[src/design/axis_pkg.sv]
// Package with register map, field layouts, reset values and timing constants
package axis_pkg;
	// Register byte offsets
	localparam logic [7:0] OFS_CTRL       = 8'h00;
	localparam logic [7:0] OFS_STATUS     = 8'h04;
	localparam logic [7:0] OFS_SCALE      = 8'h08;
	localparam logic [7:0] OFS_VIB        = 8'h0c;
	localparam logic [7:0] OFS_CMP_ONE    = 8'h10;
	localparam logic [7:0] OFS_CMP_TWO    = 8'h14;
	localparam logic [7:0] OFS_MOTOR_POS  = 8'h18;
	localparam logic [7:0] OFS_ENC_CNT    = 8'h1c;
	localparam logic [7:0] OFS_POS_REF    = 8'h20;
	localparam logic [7:0] OFS_MOTOR_CAP  = 8'h24;
	localparam logic [7:0] OFS_MASTER_CAP = 8'h28;
	localparam logic [7:0] OFS_MOD_LEN    = 8'h2c;
	localparam logic [7:0] OFS_TOGGLE_ONE = 8'h30;
	localparam logic [7:0] OFS_TOGGLE_TWO = 8'h34;
	localparam logic [7:0] OFS_MOD_POS    = 8'h38;
	localparam logic [7:0] OFS_MOD_OFFSET = 8'h3c;
	// Control register bit positions
	localparam int BIT_FBK_A      = 0;
	localparam int BIT_FBK_B      = 1;
	localparam int BIT_SW_EN      = 2;
	localparam int BIT_PHASE_ONE  = 3;
	localparam int BIT_PHASE_TWO  = 4;
	localparam int BIT_CMP1_SRC   = 5;
	localparam int BIT_CMP2_SRC   = 6;
	localparam int BIT_MCAP_SRC   = 7;
	localparam int BIT_MOD_EN     = 8;
	localparam int BIT_MOD_STATE  = 9;
	localparam int BIT_UV_AUTO    = 10;
	localparam int BIT_VIB_SAVE   = 11;
	// Status register bit positions (write one clears sticky flags)
	localparam int BIT_CMP1_FLAG  = 0;
	localparam int BIT_CMP2_FLAG  = 1;
	localparam int BIT_MOTOR_CAP  = 2;
	localparam int BIT_MASTER_CAP = 3;
	localparam int BIT_PHASE_OK   = 4;
	localparam int BIT_READY      = 5;
	localparam int BIT_UV_ALARM   = 6;
	localparam int BIT_BUSY       = 7;
	localparam int STAT_CODE_LSB  = 8;
	// Phasing status codes
	localparam logic [3:0] PH_SUCCESS     = 4'h0;
	localparam logic [3:0] PH_WRONG_EN    = 4'h2;
	localparam logic [3:0] PH_POS_FBK     = 4'h3;
	localparam logic [3:0] PH_WRONG_POLES = 4'h4;
	localparam logic [3:0] PH_NOT_READY   = 4'h5;
	localparam logic [3:0] PH_VIB_DRIFT   = 4'h6;
	localparam logic [3:0] PH_VIB_MAX     = 4'h7;
	localparam logic [3:0] PH_NONE        = 4'hf;
	// Phasing limits
	localparam logic [15:0] VIB_DRIFT_LIM = 16'h0019;
	localparam logic [15:0] VIB_MAX       = 16'h00c8;
	localparam logic [15:0] VIB_DEFAULT   = 16'h0064;
	localparam logic [15:0] POLE_TOL      = 16'h00e1;
	// Reset values
	localparam logic [31:0] CTRL_RESET  = 32'h0000_0001;
	localparam logic [31:0] SCALE_RESET = 32'h0001_0001;
	localparam logic [31:0] SCALE_PRODUCT = 32'h0001_0000;
	// Timing
	localparam real CLK_MHZ      = 250.0;
	localparam real CMP_PERIOD_US = 6144.0;
	localparam real MOD_PERIOD_US = 512.0;
	localparam int CMP_CYCLES = int'($floor(CMP_PERIOD_US * CLK_MHZ));
	localparam int MOD_CYCLES = int'($floor(MOD_PERIOD_US * CLK_MHZ));
	localparam int PHASE_CYCLES = 8;

	typedef struct packed {
		logic        psel;
		logic        penable;
		logic        pwrite;
		logic [7:0]  paddr;
		logic [31:0] pwdata;
	} apb_req_t;

	typedef struct packed {
		logic        encoder_feedback;
		logic        software_enable;
		logic        hardware_enable;
		logic [15:0] drive_fault_code;
	} phase_cond_t;
endpackage

[src/design/encoder_phasing_compare_capture.sv]
// Encoder phasing, value comparators, position capture and modulo output
`timescale 1ns/1ps
// What this block does
// - Phasing is lost at every start-up; ready needs a new phasing.
// - Phasing one accepted only with software off, hardware on, fault zero.
// - Phasing two checks the same preconditions, then does a vibration.
// - Status codes 0,2,3,4,5 after phasing one; pole tolerance 22.5 degrees.
// - Phasing two reports 6 on drift of 25, 7 above 200.
// - Phasing ok flag set only on success; needed for drive ready.
// - Multiplier over divider times four times pulses equals 65536; signed. The scale word is only stored, never checked.
// - A saved vibration frequency seeds phasing two at the next start-up.
// - Comparator one source zero: flag when threshold exceeds motor position.
// - Comparator one source one: flag when threshold exceeds reference.
// - Comparator two behaves the same with its own threshold and source.
// - Both comparators are evaluated every 6.144 ms.
// - Unused comparator words and source bits stay read-write storage.
// - Rising edge of input one captures motor position and sets flag.
// - Motor-captured flag stays set until software clears it.
// - Master capture edge copies encoder counter and sets its flag.
// - Master source select: zero picks input zero, one picks zero track.
// - Output one inverts when a step crosses one toggle point; crossing both in one step leaves it.
// - Enabled modulo function starts from programmed position and state.
// - Offset word is added to the tracked modulo position.
// - Modulo output is recomputed every 512 microseconds.
// - With auto-clear set, undervoltage alarm clears when supply returns.
module encoder_phasing_compare_capture (
	// Clock and reset
	input  wire logic        sys_clk,
	input  wire logic        rst,
	// APB slave
	input  wire logic        psel,
	input  wire logic        penable,
	input  wire logic        pwrite,
	input  wire logic [7:0]  paddr,
	input  wire logic [31:0] pwdata,
	output logic [31:0]      prdata,
	output logic             pready,
	output logic             pslverr,
	// Drive state from the surrounding logic
	input  wire logic        hardware_enable,
	input  wire logic [15:0] drive_fault_code,
	input  wire logic        supply_ok,
	input  wire logic        undervoltage_event,
	input  wire logic [31:0] motor_position,
	input  wire logic [31:0] encoder_in_counter,
	input  wire logic [31:0] position_reference,
	// Phasing measurements from the motion engine
	input  wire logic        phase_done,
	input  wire logic        phase_pos_fbk,
	input  wire logic [15:0] phase_pole_err,
	input  wire logic [15:0] phase_vib_result,
	// Pins from outside the clock domain
	input  wire logic        digital_input_one,
	input  wire logic        digital_input_zero,
	input  wire logic        encoder_zero_track,
	// Outputs
	output logic             phase_request,
	output logic             phase_vibration,
	output logic [15:0]      phase_vib_start,
	output logic             drive_ready_flag,
	output logic             digital_output_one
);
	logic [31:0] ctrl_reg;
	logic [31:0] scale_reg;
	logic [15:0] vibration_frequency;
	// Power-on value only; a reset of the drive leaves the saved seed alone
	logic [15:0] vib_saved_reg = axis_pkg::VIB_DEFAULT;
	logic [31:0] cmp_one_threshold;
	logic [31:0] cmp_two_threshold;
	logic [31:0] motor_capture_value;
	logic [31:0] master_capture_value;
	logic [31:0] modulo_length;
	logic [31:0] toggle_point_one;
	logic [31:0] toggle_point_two;
	logic [31:0] modulo_position;
	logic [31:0] modulo_offset;
	logic        cmp_one_flag;
	logic        cmp_two_flag;
	logic        motor_captured_flag;
	logic        master_captured_flag;
	logic        phasing_ok_flag;
	logic        uv_alarm_reg;
	logic [3:0]  phasing_status;
	logic        modulo_output_state;
	logic [31:0] last_motor_reg;
	logic        mod_run_reg;
	// Synchronisers: index 0 first stage, 1 second, 2 history for edges
	logic [2:0]  sync_reg [3];
	logic [2:0]  pin_in;
	logic        wr_en;
	logic        rd_en;
	logic        feedback_select_a;
	logic        feedback_select_b;
	logic        enc_fbk;
	logic [31:0] fbk_pos;
	logic        din1_rise;
	logic        master_edge;
	logic        conds_ok;
	logic [23:0] cmp_cnt_reg;
	logic [19:0] mod_cnt_reg;
	logic        cmp_tick;
	logic        mod_tick;
	logic [31:0] status_word;

	typedef enum logic [1:0] {PH_IDLE, PH_RUN_ONE, PH_RUN_TWO} phase_state_t;
	phase_state_t phase_state;

	assign pin_in = {encoder_zero_track, digital_input_zero, digital_input_one};
	assign wr_en = psel && penable && pwrite;
	assign rd_en = psel && penable && !pwrite;
	assign pready = psel && penable;
	assign feedback_select_a = ctrl_reg[axis_pkg::BIT_FBK_A];
	assign feedback_select_b = ctrl_reg[axis_pkg::BIT_FBK_B];
	// Encoder feedback only with a set and b clear
	assign enc_fbk = feedback_select_a && !feedback_select_b;
	assign fbk_pos = enc_fbk ? encoder_in_counter : motor_position;

	genvar gi;
	generate
		for (gi = 0; gi < 3; gi++) begin : g_sync
			always_ff @(posedge sys_clk) begin
				if (rst)
					sync_reg[gi] <= 3'h0;
				else
					sync_reg[gi] <= {sync_reg[gi][1:0], pin_in[gi]};
			end
		end
	endgenerate

	assign din1_rise = sync_reg[0][1] && !sync_reg[0][2];
	assign master_edge = ctrl_reg[axis_pkg::BIT_MCAP_SRC] ?
		(sync_reg[2][1] && !sync_reg[2][2]) :
		(sync_reg[1][1] && !sync_reg[1][2]);

	assign conds_ok = !ctrl_reg[axis_pkg::BIT_SW_EN] && hardware_enable;
	assign drive_ready_flag = phasing_ok_flag && !uv_alarm_reg;

	// Periodic ticks
	always_ff @(posedge sys_clk) begin
		if (rst) begin
			cmp_cnt_reg <= 24'h0;
			mod_cnt_reg <= 20'h0;
		end else begin
			cmp_cnt_reg <= cmp_tick ? 24'h0 : cmp_cnt_reg + 24'h1;
			mod_cnt_reg <= mod_tick ? 20'h0 : mod_cnt_reg + 20'h1;
		end
	end
	assign cmp_tick = cmp_cnt_reg == 24'(axis_pkg::CMP_CYCLES - 1);
	assign mod_tick = mod_cnt_reg == 20'(axis_pkg::MOD_CYCLES - 1);

	// Control and storage words, read-write; the phasing command bits clear themselves once seen in idle
	always_ff @(posedge sys_clk) begin
		if (rst) begin
			ctrl_reg <= axis_pkg::CTRL_RESET;
			scale_reg <= axis_pkg::SCALE_RESET;
			cmp_one_threshold <= 32'h0;
			cmp_two_threshold <= 32'h0;
			modulo_length <= 32'h0;
			toggle_point_one <= 32'h0;
			toggle_point_two <= 32'h0;
			modulo_offset <= 32'h0;
		end else begin
			if (phase_state == PH_IDLE && ctrl_reg[axis_pkg::BIT_PHASE_ONE])
				ctrl_reg[axis_pkg::BIT_PHASE_ONE] <= 1'b0;
			if (phase_state == PH_IDLE && ctrl_reg[axis_pkg::BIT_PHASE_TWO])
				ctrl_reg[axis_pkg::BIT_PHASE_TWO] <= 1'b0;
			if (wr_en) begin
				case (paddr)
				axis_pkg::OFS_CTRL:       ctrl_reg <= pwdata;
				axis_pkg::OFS_SCALE:      scale_reg <= pwdata;
				axis_pkg::OFS_CMP_ONE:    cmp_one_threshold <= pwdata;
				axis_pkg::OFS_CMP_TWO:    cmp_two_threshold <= pwdata;
				axis_pkg::OFS_MOD_LEN:    modulo_length <= pwdata;
				axis_pkg::OFS_TOGGLE_ONE: toggle_point_one <= pwdata;
				axis_pkg::OFS_TOGGLE_TWO: toggle_point_two <= pwdata;
				axis_pkg::OFS_MOD_OFFSET: modulo_offset <= pwdata;
				default: ;
				endcase
			end
		end
	end

	// No reset here: the saved seed must outlive a restart of the drive
	always_ff @(posedge sys_clk) begin
		if (ctrl_reg[axis_pkg::BIT_VIB_SAVE])
			vib_saved_reg <= vibration_frequency;
	end

	// Phasing sequencer; phasing two is seeded from the saved copy
	always_ff @(posedge sys_clk) begin
		if (rst) begin
			phase_state <= PH_IDLE;
			phasing_status <= axis_pkg::PH_NONE;
			phasing_ok_flag <= 1'b0;
			vibration_frequency <= axis_pkg::VIB_DEFAULT;
		end else begin
			case (phase_state)
			PH_IDLE: begin
				if (ctrl_reg[axis_pkg::BIT_PHASE_ONE] ||
				    ctrl_reg[axis_pkg::BIT_PHASE_TWO]) begin
					phasing_ok_flag <= 1'b0;
					if (!conds_ok) begin
						phasing_status <= axis_pkg::PH_WRONG_EN;
					end else if (drive_fault_code != 16'h0) begin
						phasing_status <= axis_pkg::PH_NOT_READY;
					end else if (ctrl_reg[axis_pkg::BIT_PHASE_ONE]) begin
						phase_state <= PH_RUN_ONE;
					end else begin
						vibration_frequency <= vib_saved_reg;
						phase_state <= PH_RUN_TWO;
					end
				end
			end
			PH_RUN_ONE: begin
				if (phase_done) begin
					phase_state <= PH_IDLE;
					if (phase_pos_fbk) begin
						phasing_status <= axis_pkg::PH_POS_FBK;
					end else if ($signed(phase_pole_err) >
					             $signed(axis_pkg::POLE_TOL) ||
					             $signed(phase_pole_err) <
					             -$signed(axis_pkg::POLE_TOL)) begin
						phasing_status <= axis_pkg::PH_WRONG_POLES;
					end else begin
						phasing_status <= axis_pkg::PH_SUCCESS;
						phasing_ok_flag <= 1'b1;
					end
				end
			end
			PH_RUN_TWO: begin
				if (phase_done) begin
					phase_state <= PH_IDLE;
					vibration_frequency <= phase_vib_result;
					if (phase_vib_result > axis_pkg::VIB_MAX) begin
						phasing_status <= axis_pkg::PH_VIB_MAX;
					end else if (phase_vib_result >=
					             vibration_frequency + axis_pkg::VIB_DRIFT_LIM ||
					             vibration_frequency >=
					             phase_vib_result + axis_pkg::VIB_DRIFT_LIM) begin
						phasing_status <= axis_pkg::PH_VIB_DRIFT;
					end else begin
						phasing_status <= axis_pkg::PH_SUCCESS;
						phasing_ok_flag <= 1'b1;
					end
				end
			end
			default: phase_state <= PH_IDLE;
			endcase
		end
	end
	assign phase_request = phase_state != PH_IDLE;
	assign phase_vibration = phase_state == PH_RUN_TWO;
	assign phase_vib_start = vibration_frequency;

	// Comparators sampled on the periodic tick
	always_ff @(posedge sys_clk) begin
		if (rst) begin
			cmp_one_flag <= 1'b0;
			cmp_two_flag <= 1'b0;
		end else if (cmp_tick) begin
			cmp_one_flag <= $signed(cmp_one_threshold) >
				$signed(ctrl_reg[axis_pkg::BIT_CMP1_SRC] ?
				position_reference : fbk_pos);
			cmp_two_flag <= $signed(cmp_two_threshold) >
				$signed(ctrl_reg[axis_pkg::BIT_CMP2_SRC] ?
				position_reference : fbk_pos);
		end
	end

	// Captures; a new edge wins over a clear in the same cycle
	always_ff @(posedge sys_clk) begin
		if (rst) begin
			motor_capture_value <= 32'h0;
			master_capture_value <= 32'h0;
			motor_captured_flag <= 1'b0;
			master_captured_flag <= 1'b0;
		end else begin
			if (wr_en && paddr == axis_pkg::OFS_STATUS) begin
				if (pwdata[axis_pkg::BIT_MOTOR_CAP])
					motor_captured_flag <= 1'b0;
				if (pwdata[axis_pkg::BIT_MASTER_CAP])
					master_captured_flag <= 1'b0;
			end
			if (din1_rise) begin
				motor_capture_value <= fbk_pos;
				motor_captured_flag <= 1'b1;
			end
			if (master_edge) begin
				master_capture_value <= encoder_in_counter;
				master_captured_flag <= 1'b1;
			end
		end
	end

	// Undervoltage alarm
	always_ff @(posedge sys_clk) begin
		if (rst)
			uv_alarm_reg <= 1'b0;
		else if (undervoltage_event)
			uv_alarm_reg <= 1'b1;
		else if (supply_ok && ctrl_reg[axis_pkg::BIT_UV_AUTO])
			uv_alarm_reg <= 1'b0;
		else if (wr_en && paddr == axis_pkg::OFS_STATUS &&
		         pwdata[axis_pkg::BIT_UV_ALARM])
			uv_alarm_reg <= 1'b0;
	end

	// Modulo output; one step of motion per 512 us is assumed below modulus
	logic [31:0] delta;
	logic [31:0] pos_sum;
	logic [31:0] pos_wrap;
	logic [31:0] eff_old;
	logic [31:0] eff_new;
	logic        cross_one;
	logic        cross_two;
	always_comb begin
		delta = fbk_pos - last_motor_reg;
		pos_sum = modulo_position + delta;
		if ($signed(pos_sum) < 0)
			pos_wrap = pos_sum + modulo_length;
		else if ($signed(pos_sum) >= $signed(modulo_length))
			pos_wrap = pos_sum - modulo_length;
		else
			pos_wrap = pos_sum;
		eff_old = modulo_position + modulo_offset;
		eff_new = pos_wrap + modulo_offset;
		cross_one = ($signed(eff_old) < $signed(toggle_point_one)) !=
			($signed(eff_new) < $signed(toggle_point_one));
		cross_two = ($signed(eff_old) < $signed(toggle_point_two)) !=
			($signed(eff_new) < $signed(toggle_point_two));
	end

	always_ff @(posedge sys_clk) begin
		if (rst) begin
			modulo_position <= 32'h0;
			modulo_output_state <= 1'b0;
			last_motor_reg <= 32'h0;
			mod_run_reg <= 1'b0;
		end else if (!ctrl_reg[axis_pkg::BIT_MOD_EN]) begin
			mod_run_reg <= 1'b0;
			last_motor_reg <= fbk_pos;
			if (wr_en && paddr == axis_pkg::OFS_MOD_POS)
				modulo_position <= pwdata;
			modulo_output_state <= ctrl_reg[axis_pkg::BIT_MOD_STATE];
		end else if (!mod_run_reg) begin
			mod_run_reg <= 1'b1;
			last_motor_reg <= fbk_pos;
		end else if (mod_tick) begin
			last_motor_reg <= fbk_pos;
			modulo_position <= pos_wrap;
			if (cross_one ^ cross_two)
				modulo_output_state <= !modulo_output_state;
		end
	end
	assign digital_output_one = modulo_output_state;

	// Read mux
	always_comb begin
		status_word = 32'h0;
		status_word[axis_pkg::BIT_CMP1_FLAG] = cmp_one_flag;
		status_word[axis_pkg::BIT_CMP2_FLAG] = cmp_two_flag;
		status_word[axis_pkg::BIT_MOTOR_CAP] = motor_captured_flag;
		status_word[axis_pkg::BIT_MASTER_CAP] = master_captured_flag;
		status_word[axis_pkg::BIT_PHASE_OK] = phasing_ok_flag;
		status_word[axis_pkg::BIT_READY] = drive_ready_flag;
		status_word[axis_pkg::BIT_UV_ALARM] = uv_alarm_reg;
		status_word[axis_pkg::BIT_BUSY] = phase_request;
		status_word[axis_pkg::STAT_CODE_LSB +: 4] = phasing_status;
		pslverr = 1'b0;
		case (paddr)
		axis_pkg::OFS_CTRL:       prdata = ctrl_reg;
		axis_pkg::OFS_STATUS:     prdata = status_word;
		axis_pkg::OFS_SCALE:      prdata = scale_reg;
		axis_pkg::OFS_VIB:        prdata = {16'h0, vibration_frequency};
		axis_pkg::OFS_CMP_ONE:    prdata = cmp_one_threshold;
		axis_pkg::OFS_CMP_TWO:    prdata = cmp_two_threshold;
		axis_pkg::OFS_MOTOR_POS:  prdata = motor_position;
		axis_pkg::OFS_ENC_CNT:    prdata = encoder_in_counter;
		axis_pkg::OFS_POS_REF:    prdata = position_reference;
		axis_pkg::OFS_MOTOR_CAP:  prdata = motor_capture_value;
		axis_pkg::OFS_MASTER_CAP: prdata = master_capture_value;
		axis_pkg::OFS_MOD_LEN:    prdata = modulo_length;
		axis_pkg::OFS_TOGGLE_ONE: prdata = toggle_point_one;
		axis_pkg::OFS_TOGGLE_TWO: prdata = toggle_point_two;
		axis_pkg::OFS_MOD_POS:    prdata = modulo_position;
		axis_pkg::OFS_MOD_OFFSET: prdata = modulo_offset;
		default: begin
			prdata = 32'h0;
			pslverr = rd_en || wr_en;
		end
		endcase
	end

	// Checks
	a_capture_sets_flag: assert property (@(posedge sys_clk) disable iff (rst)
		din1_rise |=> motor_captured_flag)
		else $error("motor capture flag not set");
	a_flag_stays_set: assert property (@(posedge sys_clk) disable iff (rst)
		motor_captured_flag && !(wr_en && paddr == axis_pkg::OFS_STATUS)
		|=> motor_captured_flag)
		else $error("motor capture flag dropped");
	a_master_capture_copy: assert property (@(posedge sys_clk)
		disable iff (rst) master_edge |=>
		master_capture_value == $past(encoder_in_counter))
		else $error("master capture value wrong");
	a_ok_only_success: assert property (@(posedge sys_clk) disable iff (rst)
		$rose(phasing_ok_flag) |-> phasing_status == axis_pkg::PH_SUCCESS)
		else $error("phasing ok without success");
	a_wrong_enable_code: assert property (@(posedge sys_clk)
		disable iff (rst) phase_state == PH_IDLE &&
		ctrl_reg[axis_pkg::BIT_PHASE_ONE] && !conds_ok
		|=> phasing_status == axis_pkg::PH_WRONG_EN && !phase_request)
		else $error("wrong enabling not reported");
	a_cmp_only_tick: assert property (@(posedge sys_clk) disable iff (rst)
		!$past(cmp_tick) |-> $stable(cmp_one_flag))
		else $error("comparator changed off tick");
	a_mod_out_tick: assert property (@(posedge sys_clk) disable iff (rst)
		mod_run_reg && $past(mod_run_reg) && !$past(mod_tick)
		|-> $stable(digital_output_one))
		else $error("modulo output changed off tick");
	a_ready_needs_ok: assert property (@(posedge sys_clk) disable iff (rst)
		drive_ready_flag |-> phasing_ok_flag)
		else $error("ready without phasing");
endmodule

[config.mk]
export PLATFORM = sky130hd
export DESIGN_NAME = encoder_phasing_compare_capture
export DESIGN_NICKNAME = d
export VERILOG_FILES = /design/src/design/axis_pkg.sv /design/src/design/encoder_phasing_compare_capture.sv
export SDC_FILE = /design/constraint.sdc
export NUM_CORES = 2
export LEC_CHECK = 0
export BUFFER_PORTS_ARGS = -buffer_cell sky130_fd_sc_hd__buf_2
export CAP_MARGIN = 20
export CORE_UTILIZATION = 36
export CTS_CLUSTER_DIAMETER = 100
export DETAILED_ROUTE_END_ITERATION = 12
export GPL_TIMING_DRIVEN = 1
export PLACE_DENSITY_LB_ADDON = 0.08
export SLEW_MARGIN = 15
export SYNTH_ARGS = -nofsm -noshare
export SYNTH_HDL_FRONTEND = slang
export SYNTH_SLANG_ARGS = --single-unit
[constraint.sdc]
create_clock -name sys_clk -period 18.9 [get_ports sys_clk]
set_input_delay 2.835 -clock sys_clk [delete_from_list [all_inputs] [get_ports sys_clk]]
set_output_delay 2.835 -clock sys_clk [all_outputs]
set_load 0.05 [all_outputs]
==> results.rst <==
.. list-table::
   :header-rows: 1

   * - Metric
     - Value
   * - GPL Wtd Cong
     - 0.985
   * - Die area
     - 102000 um2
   * - NumNets Final
     - 5416
   * - Vias
     - 37200
   * - Syn Nets
     - 5319
   * - Leak
     - 16.3 nW
   * - Post-CTS sizing
     - 0
   * - Count of distinct cell types in the synthesized netlist
     - 90
   * - Capturing element type of the critical path
     - flip-flop
   * - Root cell of the clock tree
     - clkbuf_16
   * - Global-route wire length before repair
     - approximately 260 mm
   * - Total wire length after detailed routing
     - about 180 mm
   * - Worst-Margin Slew
     - 1250 ps
   * - R2R cell count
     - 45
   * - Clock transition at the registers of the reported paths
     - 70 ps
   * - Clock skew after layout
     - 50.4 ps
   * - Syn avg cell area
     - 7.74 um2
   * - Leftover overflow at the end of global routing
     - 0
   * - Switch Pwr
     - 1.42 mW
   * - First DRT Iteration DRCs
     - 3786
   * - Clock tree from TritonCTS
     - yes
   * - First-pass iteration count of the detailed router
     - 6
   * - Launching point of the worst reg2reg path
     - ctrl_reg[1]
   * - Pwr/cell area
     - roughly 89 nW/um2
   * - Number of cells traversed by the worst hold path
     - 1
   * - Overall die height
     - 320 um
   * - Worst hold slack
     - 432 ps
   * - Fraction of final layout cells sized beyond drive strength 1
     - 0.105
   * - TritonCTS Buffers
     - 59
   * - Combinational fraction of design power
     - 0.383
   * - Final worst path period need
     - 14310 ps
   * - Max IR drop VDD
     - about 0.065 mV
   * - Number of synthesized register bits
     - 483
   * - Number of instances in the synthesized netlist
     - 4701
   * - Fraction of power spent switching nets
     - 0.388
   * - Pin count of the biggest net entering global routing
     - 182
   * - Worst slew margin
     - 0.169
   * - Internal power
     - 2.24 mW
   * - Core Rows
     - 116
   * - Final ANT Viol Nets
     - 0
   * - Worst setup path class
     - in2reg
   * - Worst skew pair latency
     - about 690 ps
   * - Hold_sp
     - sync_reg[2][0]
   * - Post-layout power
     - 3.66 mW
   * - Sinks on Clock Net
     - 483
   * - Sequential-to-total area share from yosys stat
     - 0.270
   * - Final hold vios
     - 0
   * - Ratio of final minimum period to clock period
     - 0.757
   * - Count of buffering cells on the critical path with inverters included
     - 4
   * - Kind of path behind the tightest hold check
     - reg2reg
   * - Number of enable flip-flop cells after synthesis
     - 16
   * - WL/cell
     - approximately 30 um
   * - Most common library cell in the layout ignoring fill and taps
     - nand2_1
   * - CTS hold repair buffers
     - 0
   * - Cell depth of the worst setup path
     - 44
   * - Starting Density
     - 0.363
   * - Reg-to-reg setup timing slack
     - ~5300 ps
   * - Synthesized area
     - 36400 um2
   * - Most common flop cell mapped by yosys
     - dfxtp_1
   * - Post-detail-place hpwl
     - 135 mm
   * - Async S/R FF share, synth
     - 0
   * - Via count of the first global-routing pass
     - 35300
   * - Pre-CTS setup slack
     - between 4000 and 5000 ps
   * - Max Transition Viols Final
     - 0
   * - Buffers inserted during post-CTS setup optimization
     - 0
   * - Count of max-cap constraint violations
     - 0
   * - Arrival time at the worst endpoint
     - 14900 ps
   * - Total global-route track usage
     - 0.344
   * - Outcome
     - complete, no violations
   * - Share of total power in the clock network
     - 0.332
   * - Achievable clock frequency
     - approximately 0.07 GHz
   * - Die width
     - 320 um
   * - Setup crit start
     - encoder_in_counter[2]
   * - Most used cell along the critical path
     - xnor2_1
   * - Worst EP required
     - 19490 ps
   * - RSZ-0062 raised after global routing
     - no
   * - Final number of setup-violating endpoints
     - 0
   * - Number of warning messages in the yosys log
     - 0
   * - Kind of launch point of the worst setup path
     - input pin
   * - Share of total power in sequential cells
     - 0.285
   * - Longest Clk Path Bufs
     - 3
   * - I/O pin count
     - 251
   * - CTS H-tree lvls
     - 2
   * - DRC Markers
     - 0
   * - Detailed-route vias per instance
     - 6.05
   * - Worst path setup slack after routing
     - 4590 ps
   * - Worst path max stage delay
     - between 700 and 800 ps
   * - Synthesis-to-layout area growth
     - 12.5%
   * - Number of port buffers
     - 250
   * - Core outline area
     - 100000 um2
   * - Top library cells by usage in the layout, fill and taps aside
     - nand2_1, a21oi_1, dfxtp_1
   * - Number of antenna violations at the first check in global routing
     - 25
   * - Total negative setup slack
     - 0 ps
   * - Highest net fanout along the worst path
     - 12
   * - Family with the most delay on the worst path
     - compound AO/OA/AOI/OAI gates
   * - Critical-path top delay cell
     - o41ai_1
per-layer routing:
metal  vias up  share of wire  GRT usage
met4        16          0.057      0.176
li1      17100              -          -
met5         -        0.00057          0
met3       412          0.081     0.0591
met1     17900           0.41      0.436
met2      1780           0.45      0.560
power groups by stage:
stage                     clock [mW]  combinational, mW  sequential, mW
after floorplan                    0              0.936            1.06
after global placement             0               1.38            1.07
after detailed placement           0               1.37            1.07
after CTS                       1.23               1.38            1.04
after global routing            1.27               1.53            1.04
final                           1.21               1.40            1.04
kinds of logic after synthesis:
group / after synthesis / share of synthesized area
adder cells (fa/ha/maj): 421 / 0.152
multiplexers: 118 / 0.0336
flip-flops: 483 / 0.270
AND/OR/NAND/NOR: 1538 / 0.188
AO/OA/AOI/OAI: 1404 / 0.257
XOR/XNOR: 159 / 0.0383
buffers and inverters: 578 / 0.0610
synth_stat cells (27+ instances only):
cell type	number	area share
nand2_1	776	0.080
a21oi_1	531	0.073
dfxtp_1	467	0.26
ha_1	387	0.13
nor2_1	299	0.031
inv_1	297	0.031
clkbuf_1	244	0.025
o21ai_0	115	0.016
a211oi_1	100	0.021
xnor2_1	99	0.024
a22oi_1	91	0.019
nand3_1	91	0.013
a221oi_1	89	0.021
mux2i_1	86	0.024
nand4_1	86	0.015
a21o_1	85	0.018
a22o_1	78	0.019
xor2_1	60	0.014
nor2b_1	46	0.0079
nand2b_1	42	0.0072
and3_1	41	0.0071
nor3_1	41	0.0056
o21bai_1	35	0.0072
fa_1	34	0.019
o21a_1	33	0.0068
mux2_2	32	0.0099
o211ai_1	27	0.0056
worst paths after layout:
path,to
setup / recovery,digital_output_one
hold reg to reg,sync_reg[2][1]
setup reg to reg,digital_output_one
hold / removal,sync_reg[2][1]
stage by stage:
stage,util,instances,cell area (um2)
2_1_floorplan,-,4701,36400
3_3_place_gp,0.388,6034,38800
3_5_place_dp,0.388,6034,38800
4_1_cts,0.408,6141,40900
5_1_grt,0.408,6149,40900
6_report,0.408,6154,40900
layout make-up:
type | instances | area, um2
Fill cell | 10400 | 59200
Timing Repair Buffer | 315 | 1780
Clock buffer | 83 | 1740
Antenna cell | 12 | 30.0
Inverter | 299 | 1120
Sequential cell | 483 | 9830
Clock inverter | 24 | 278
Tap cell | 1298 | 1620
Multi-Input combinational cell | 3640 | 24500
Note: power is estimated with default switching activity, not from simulation.
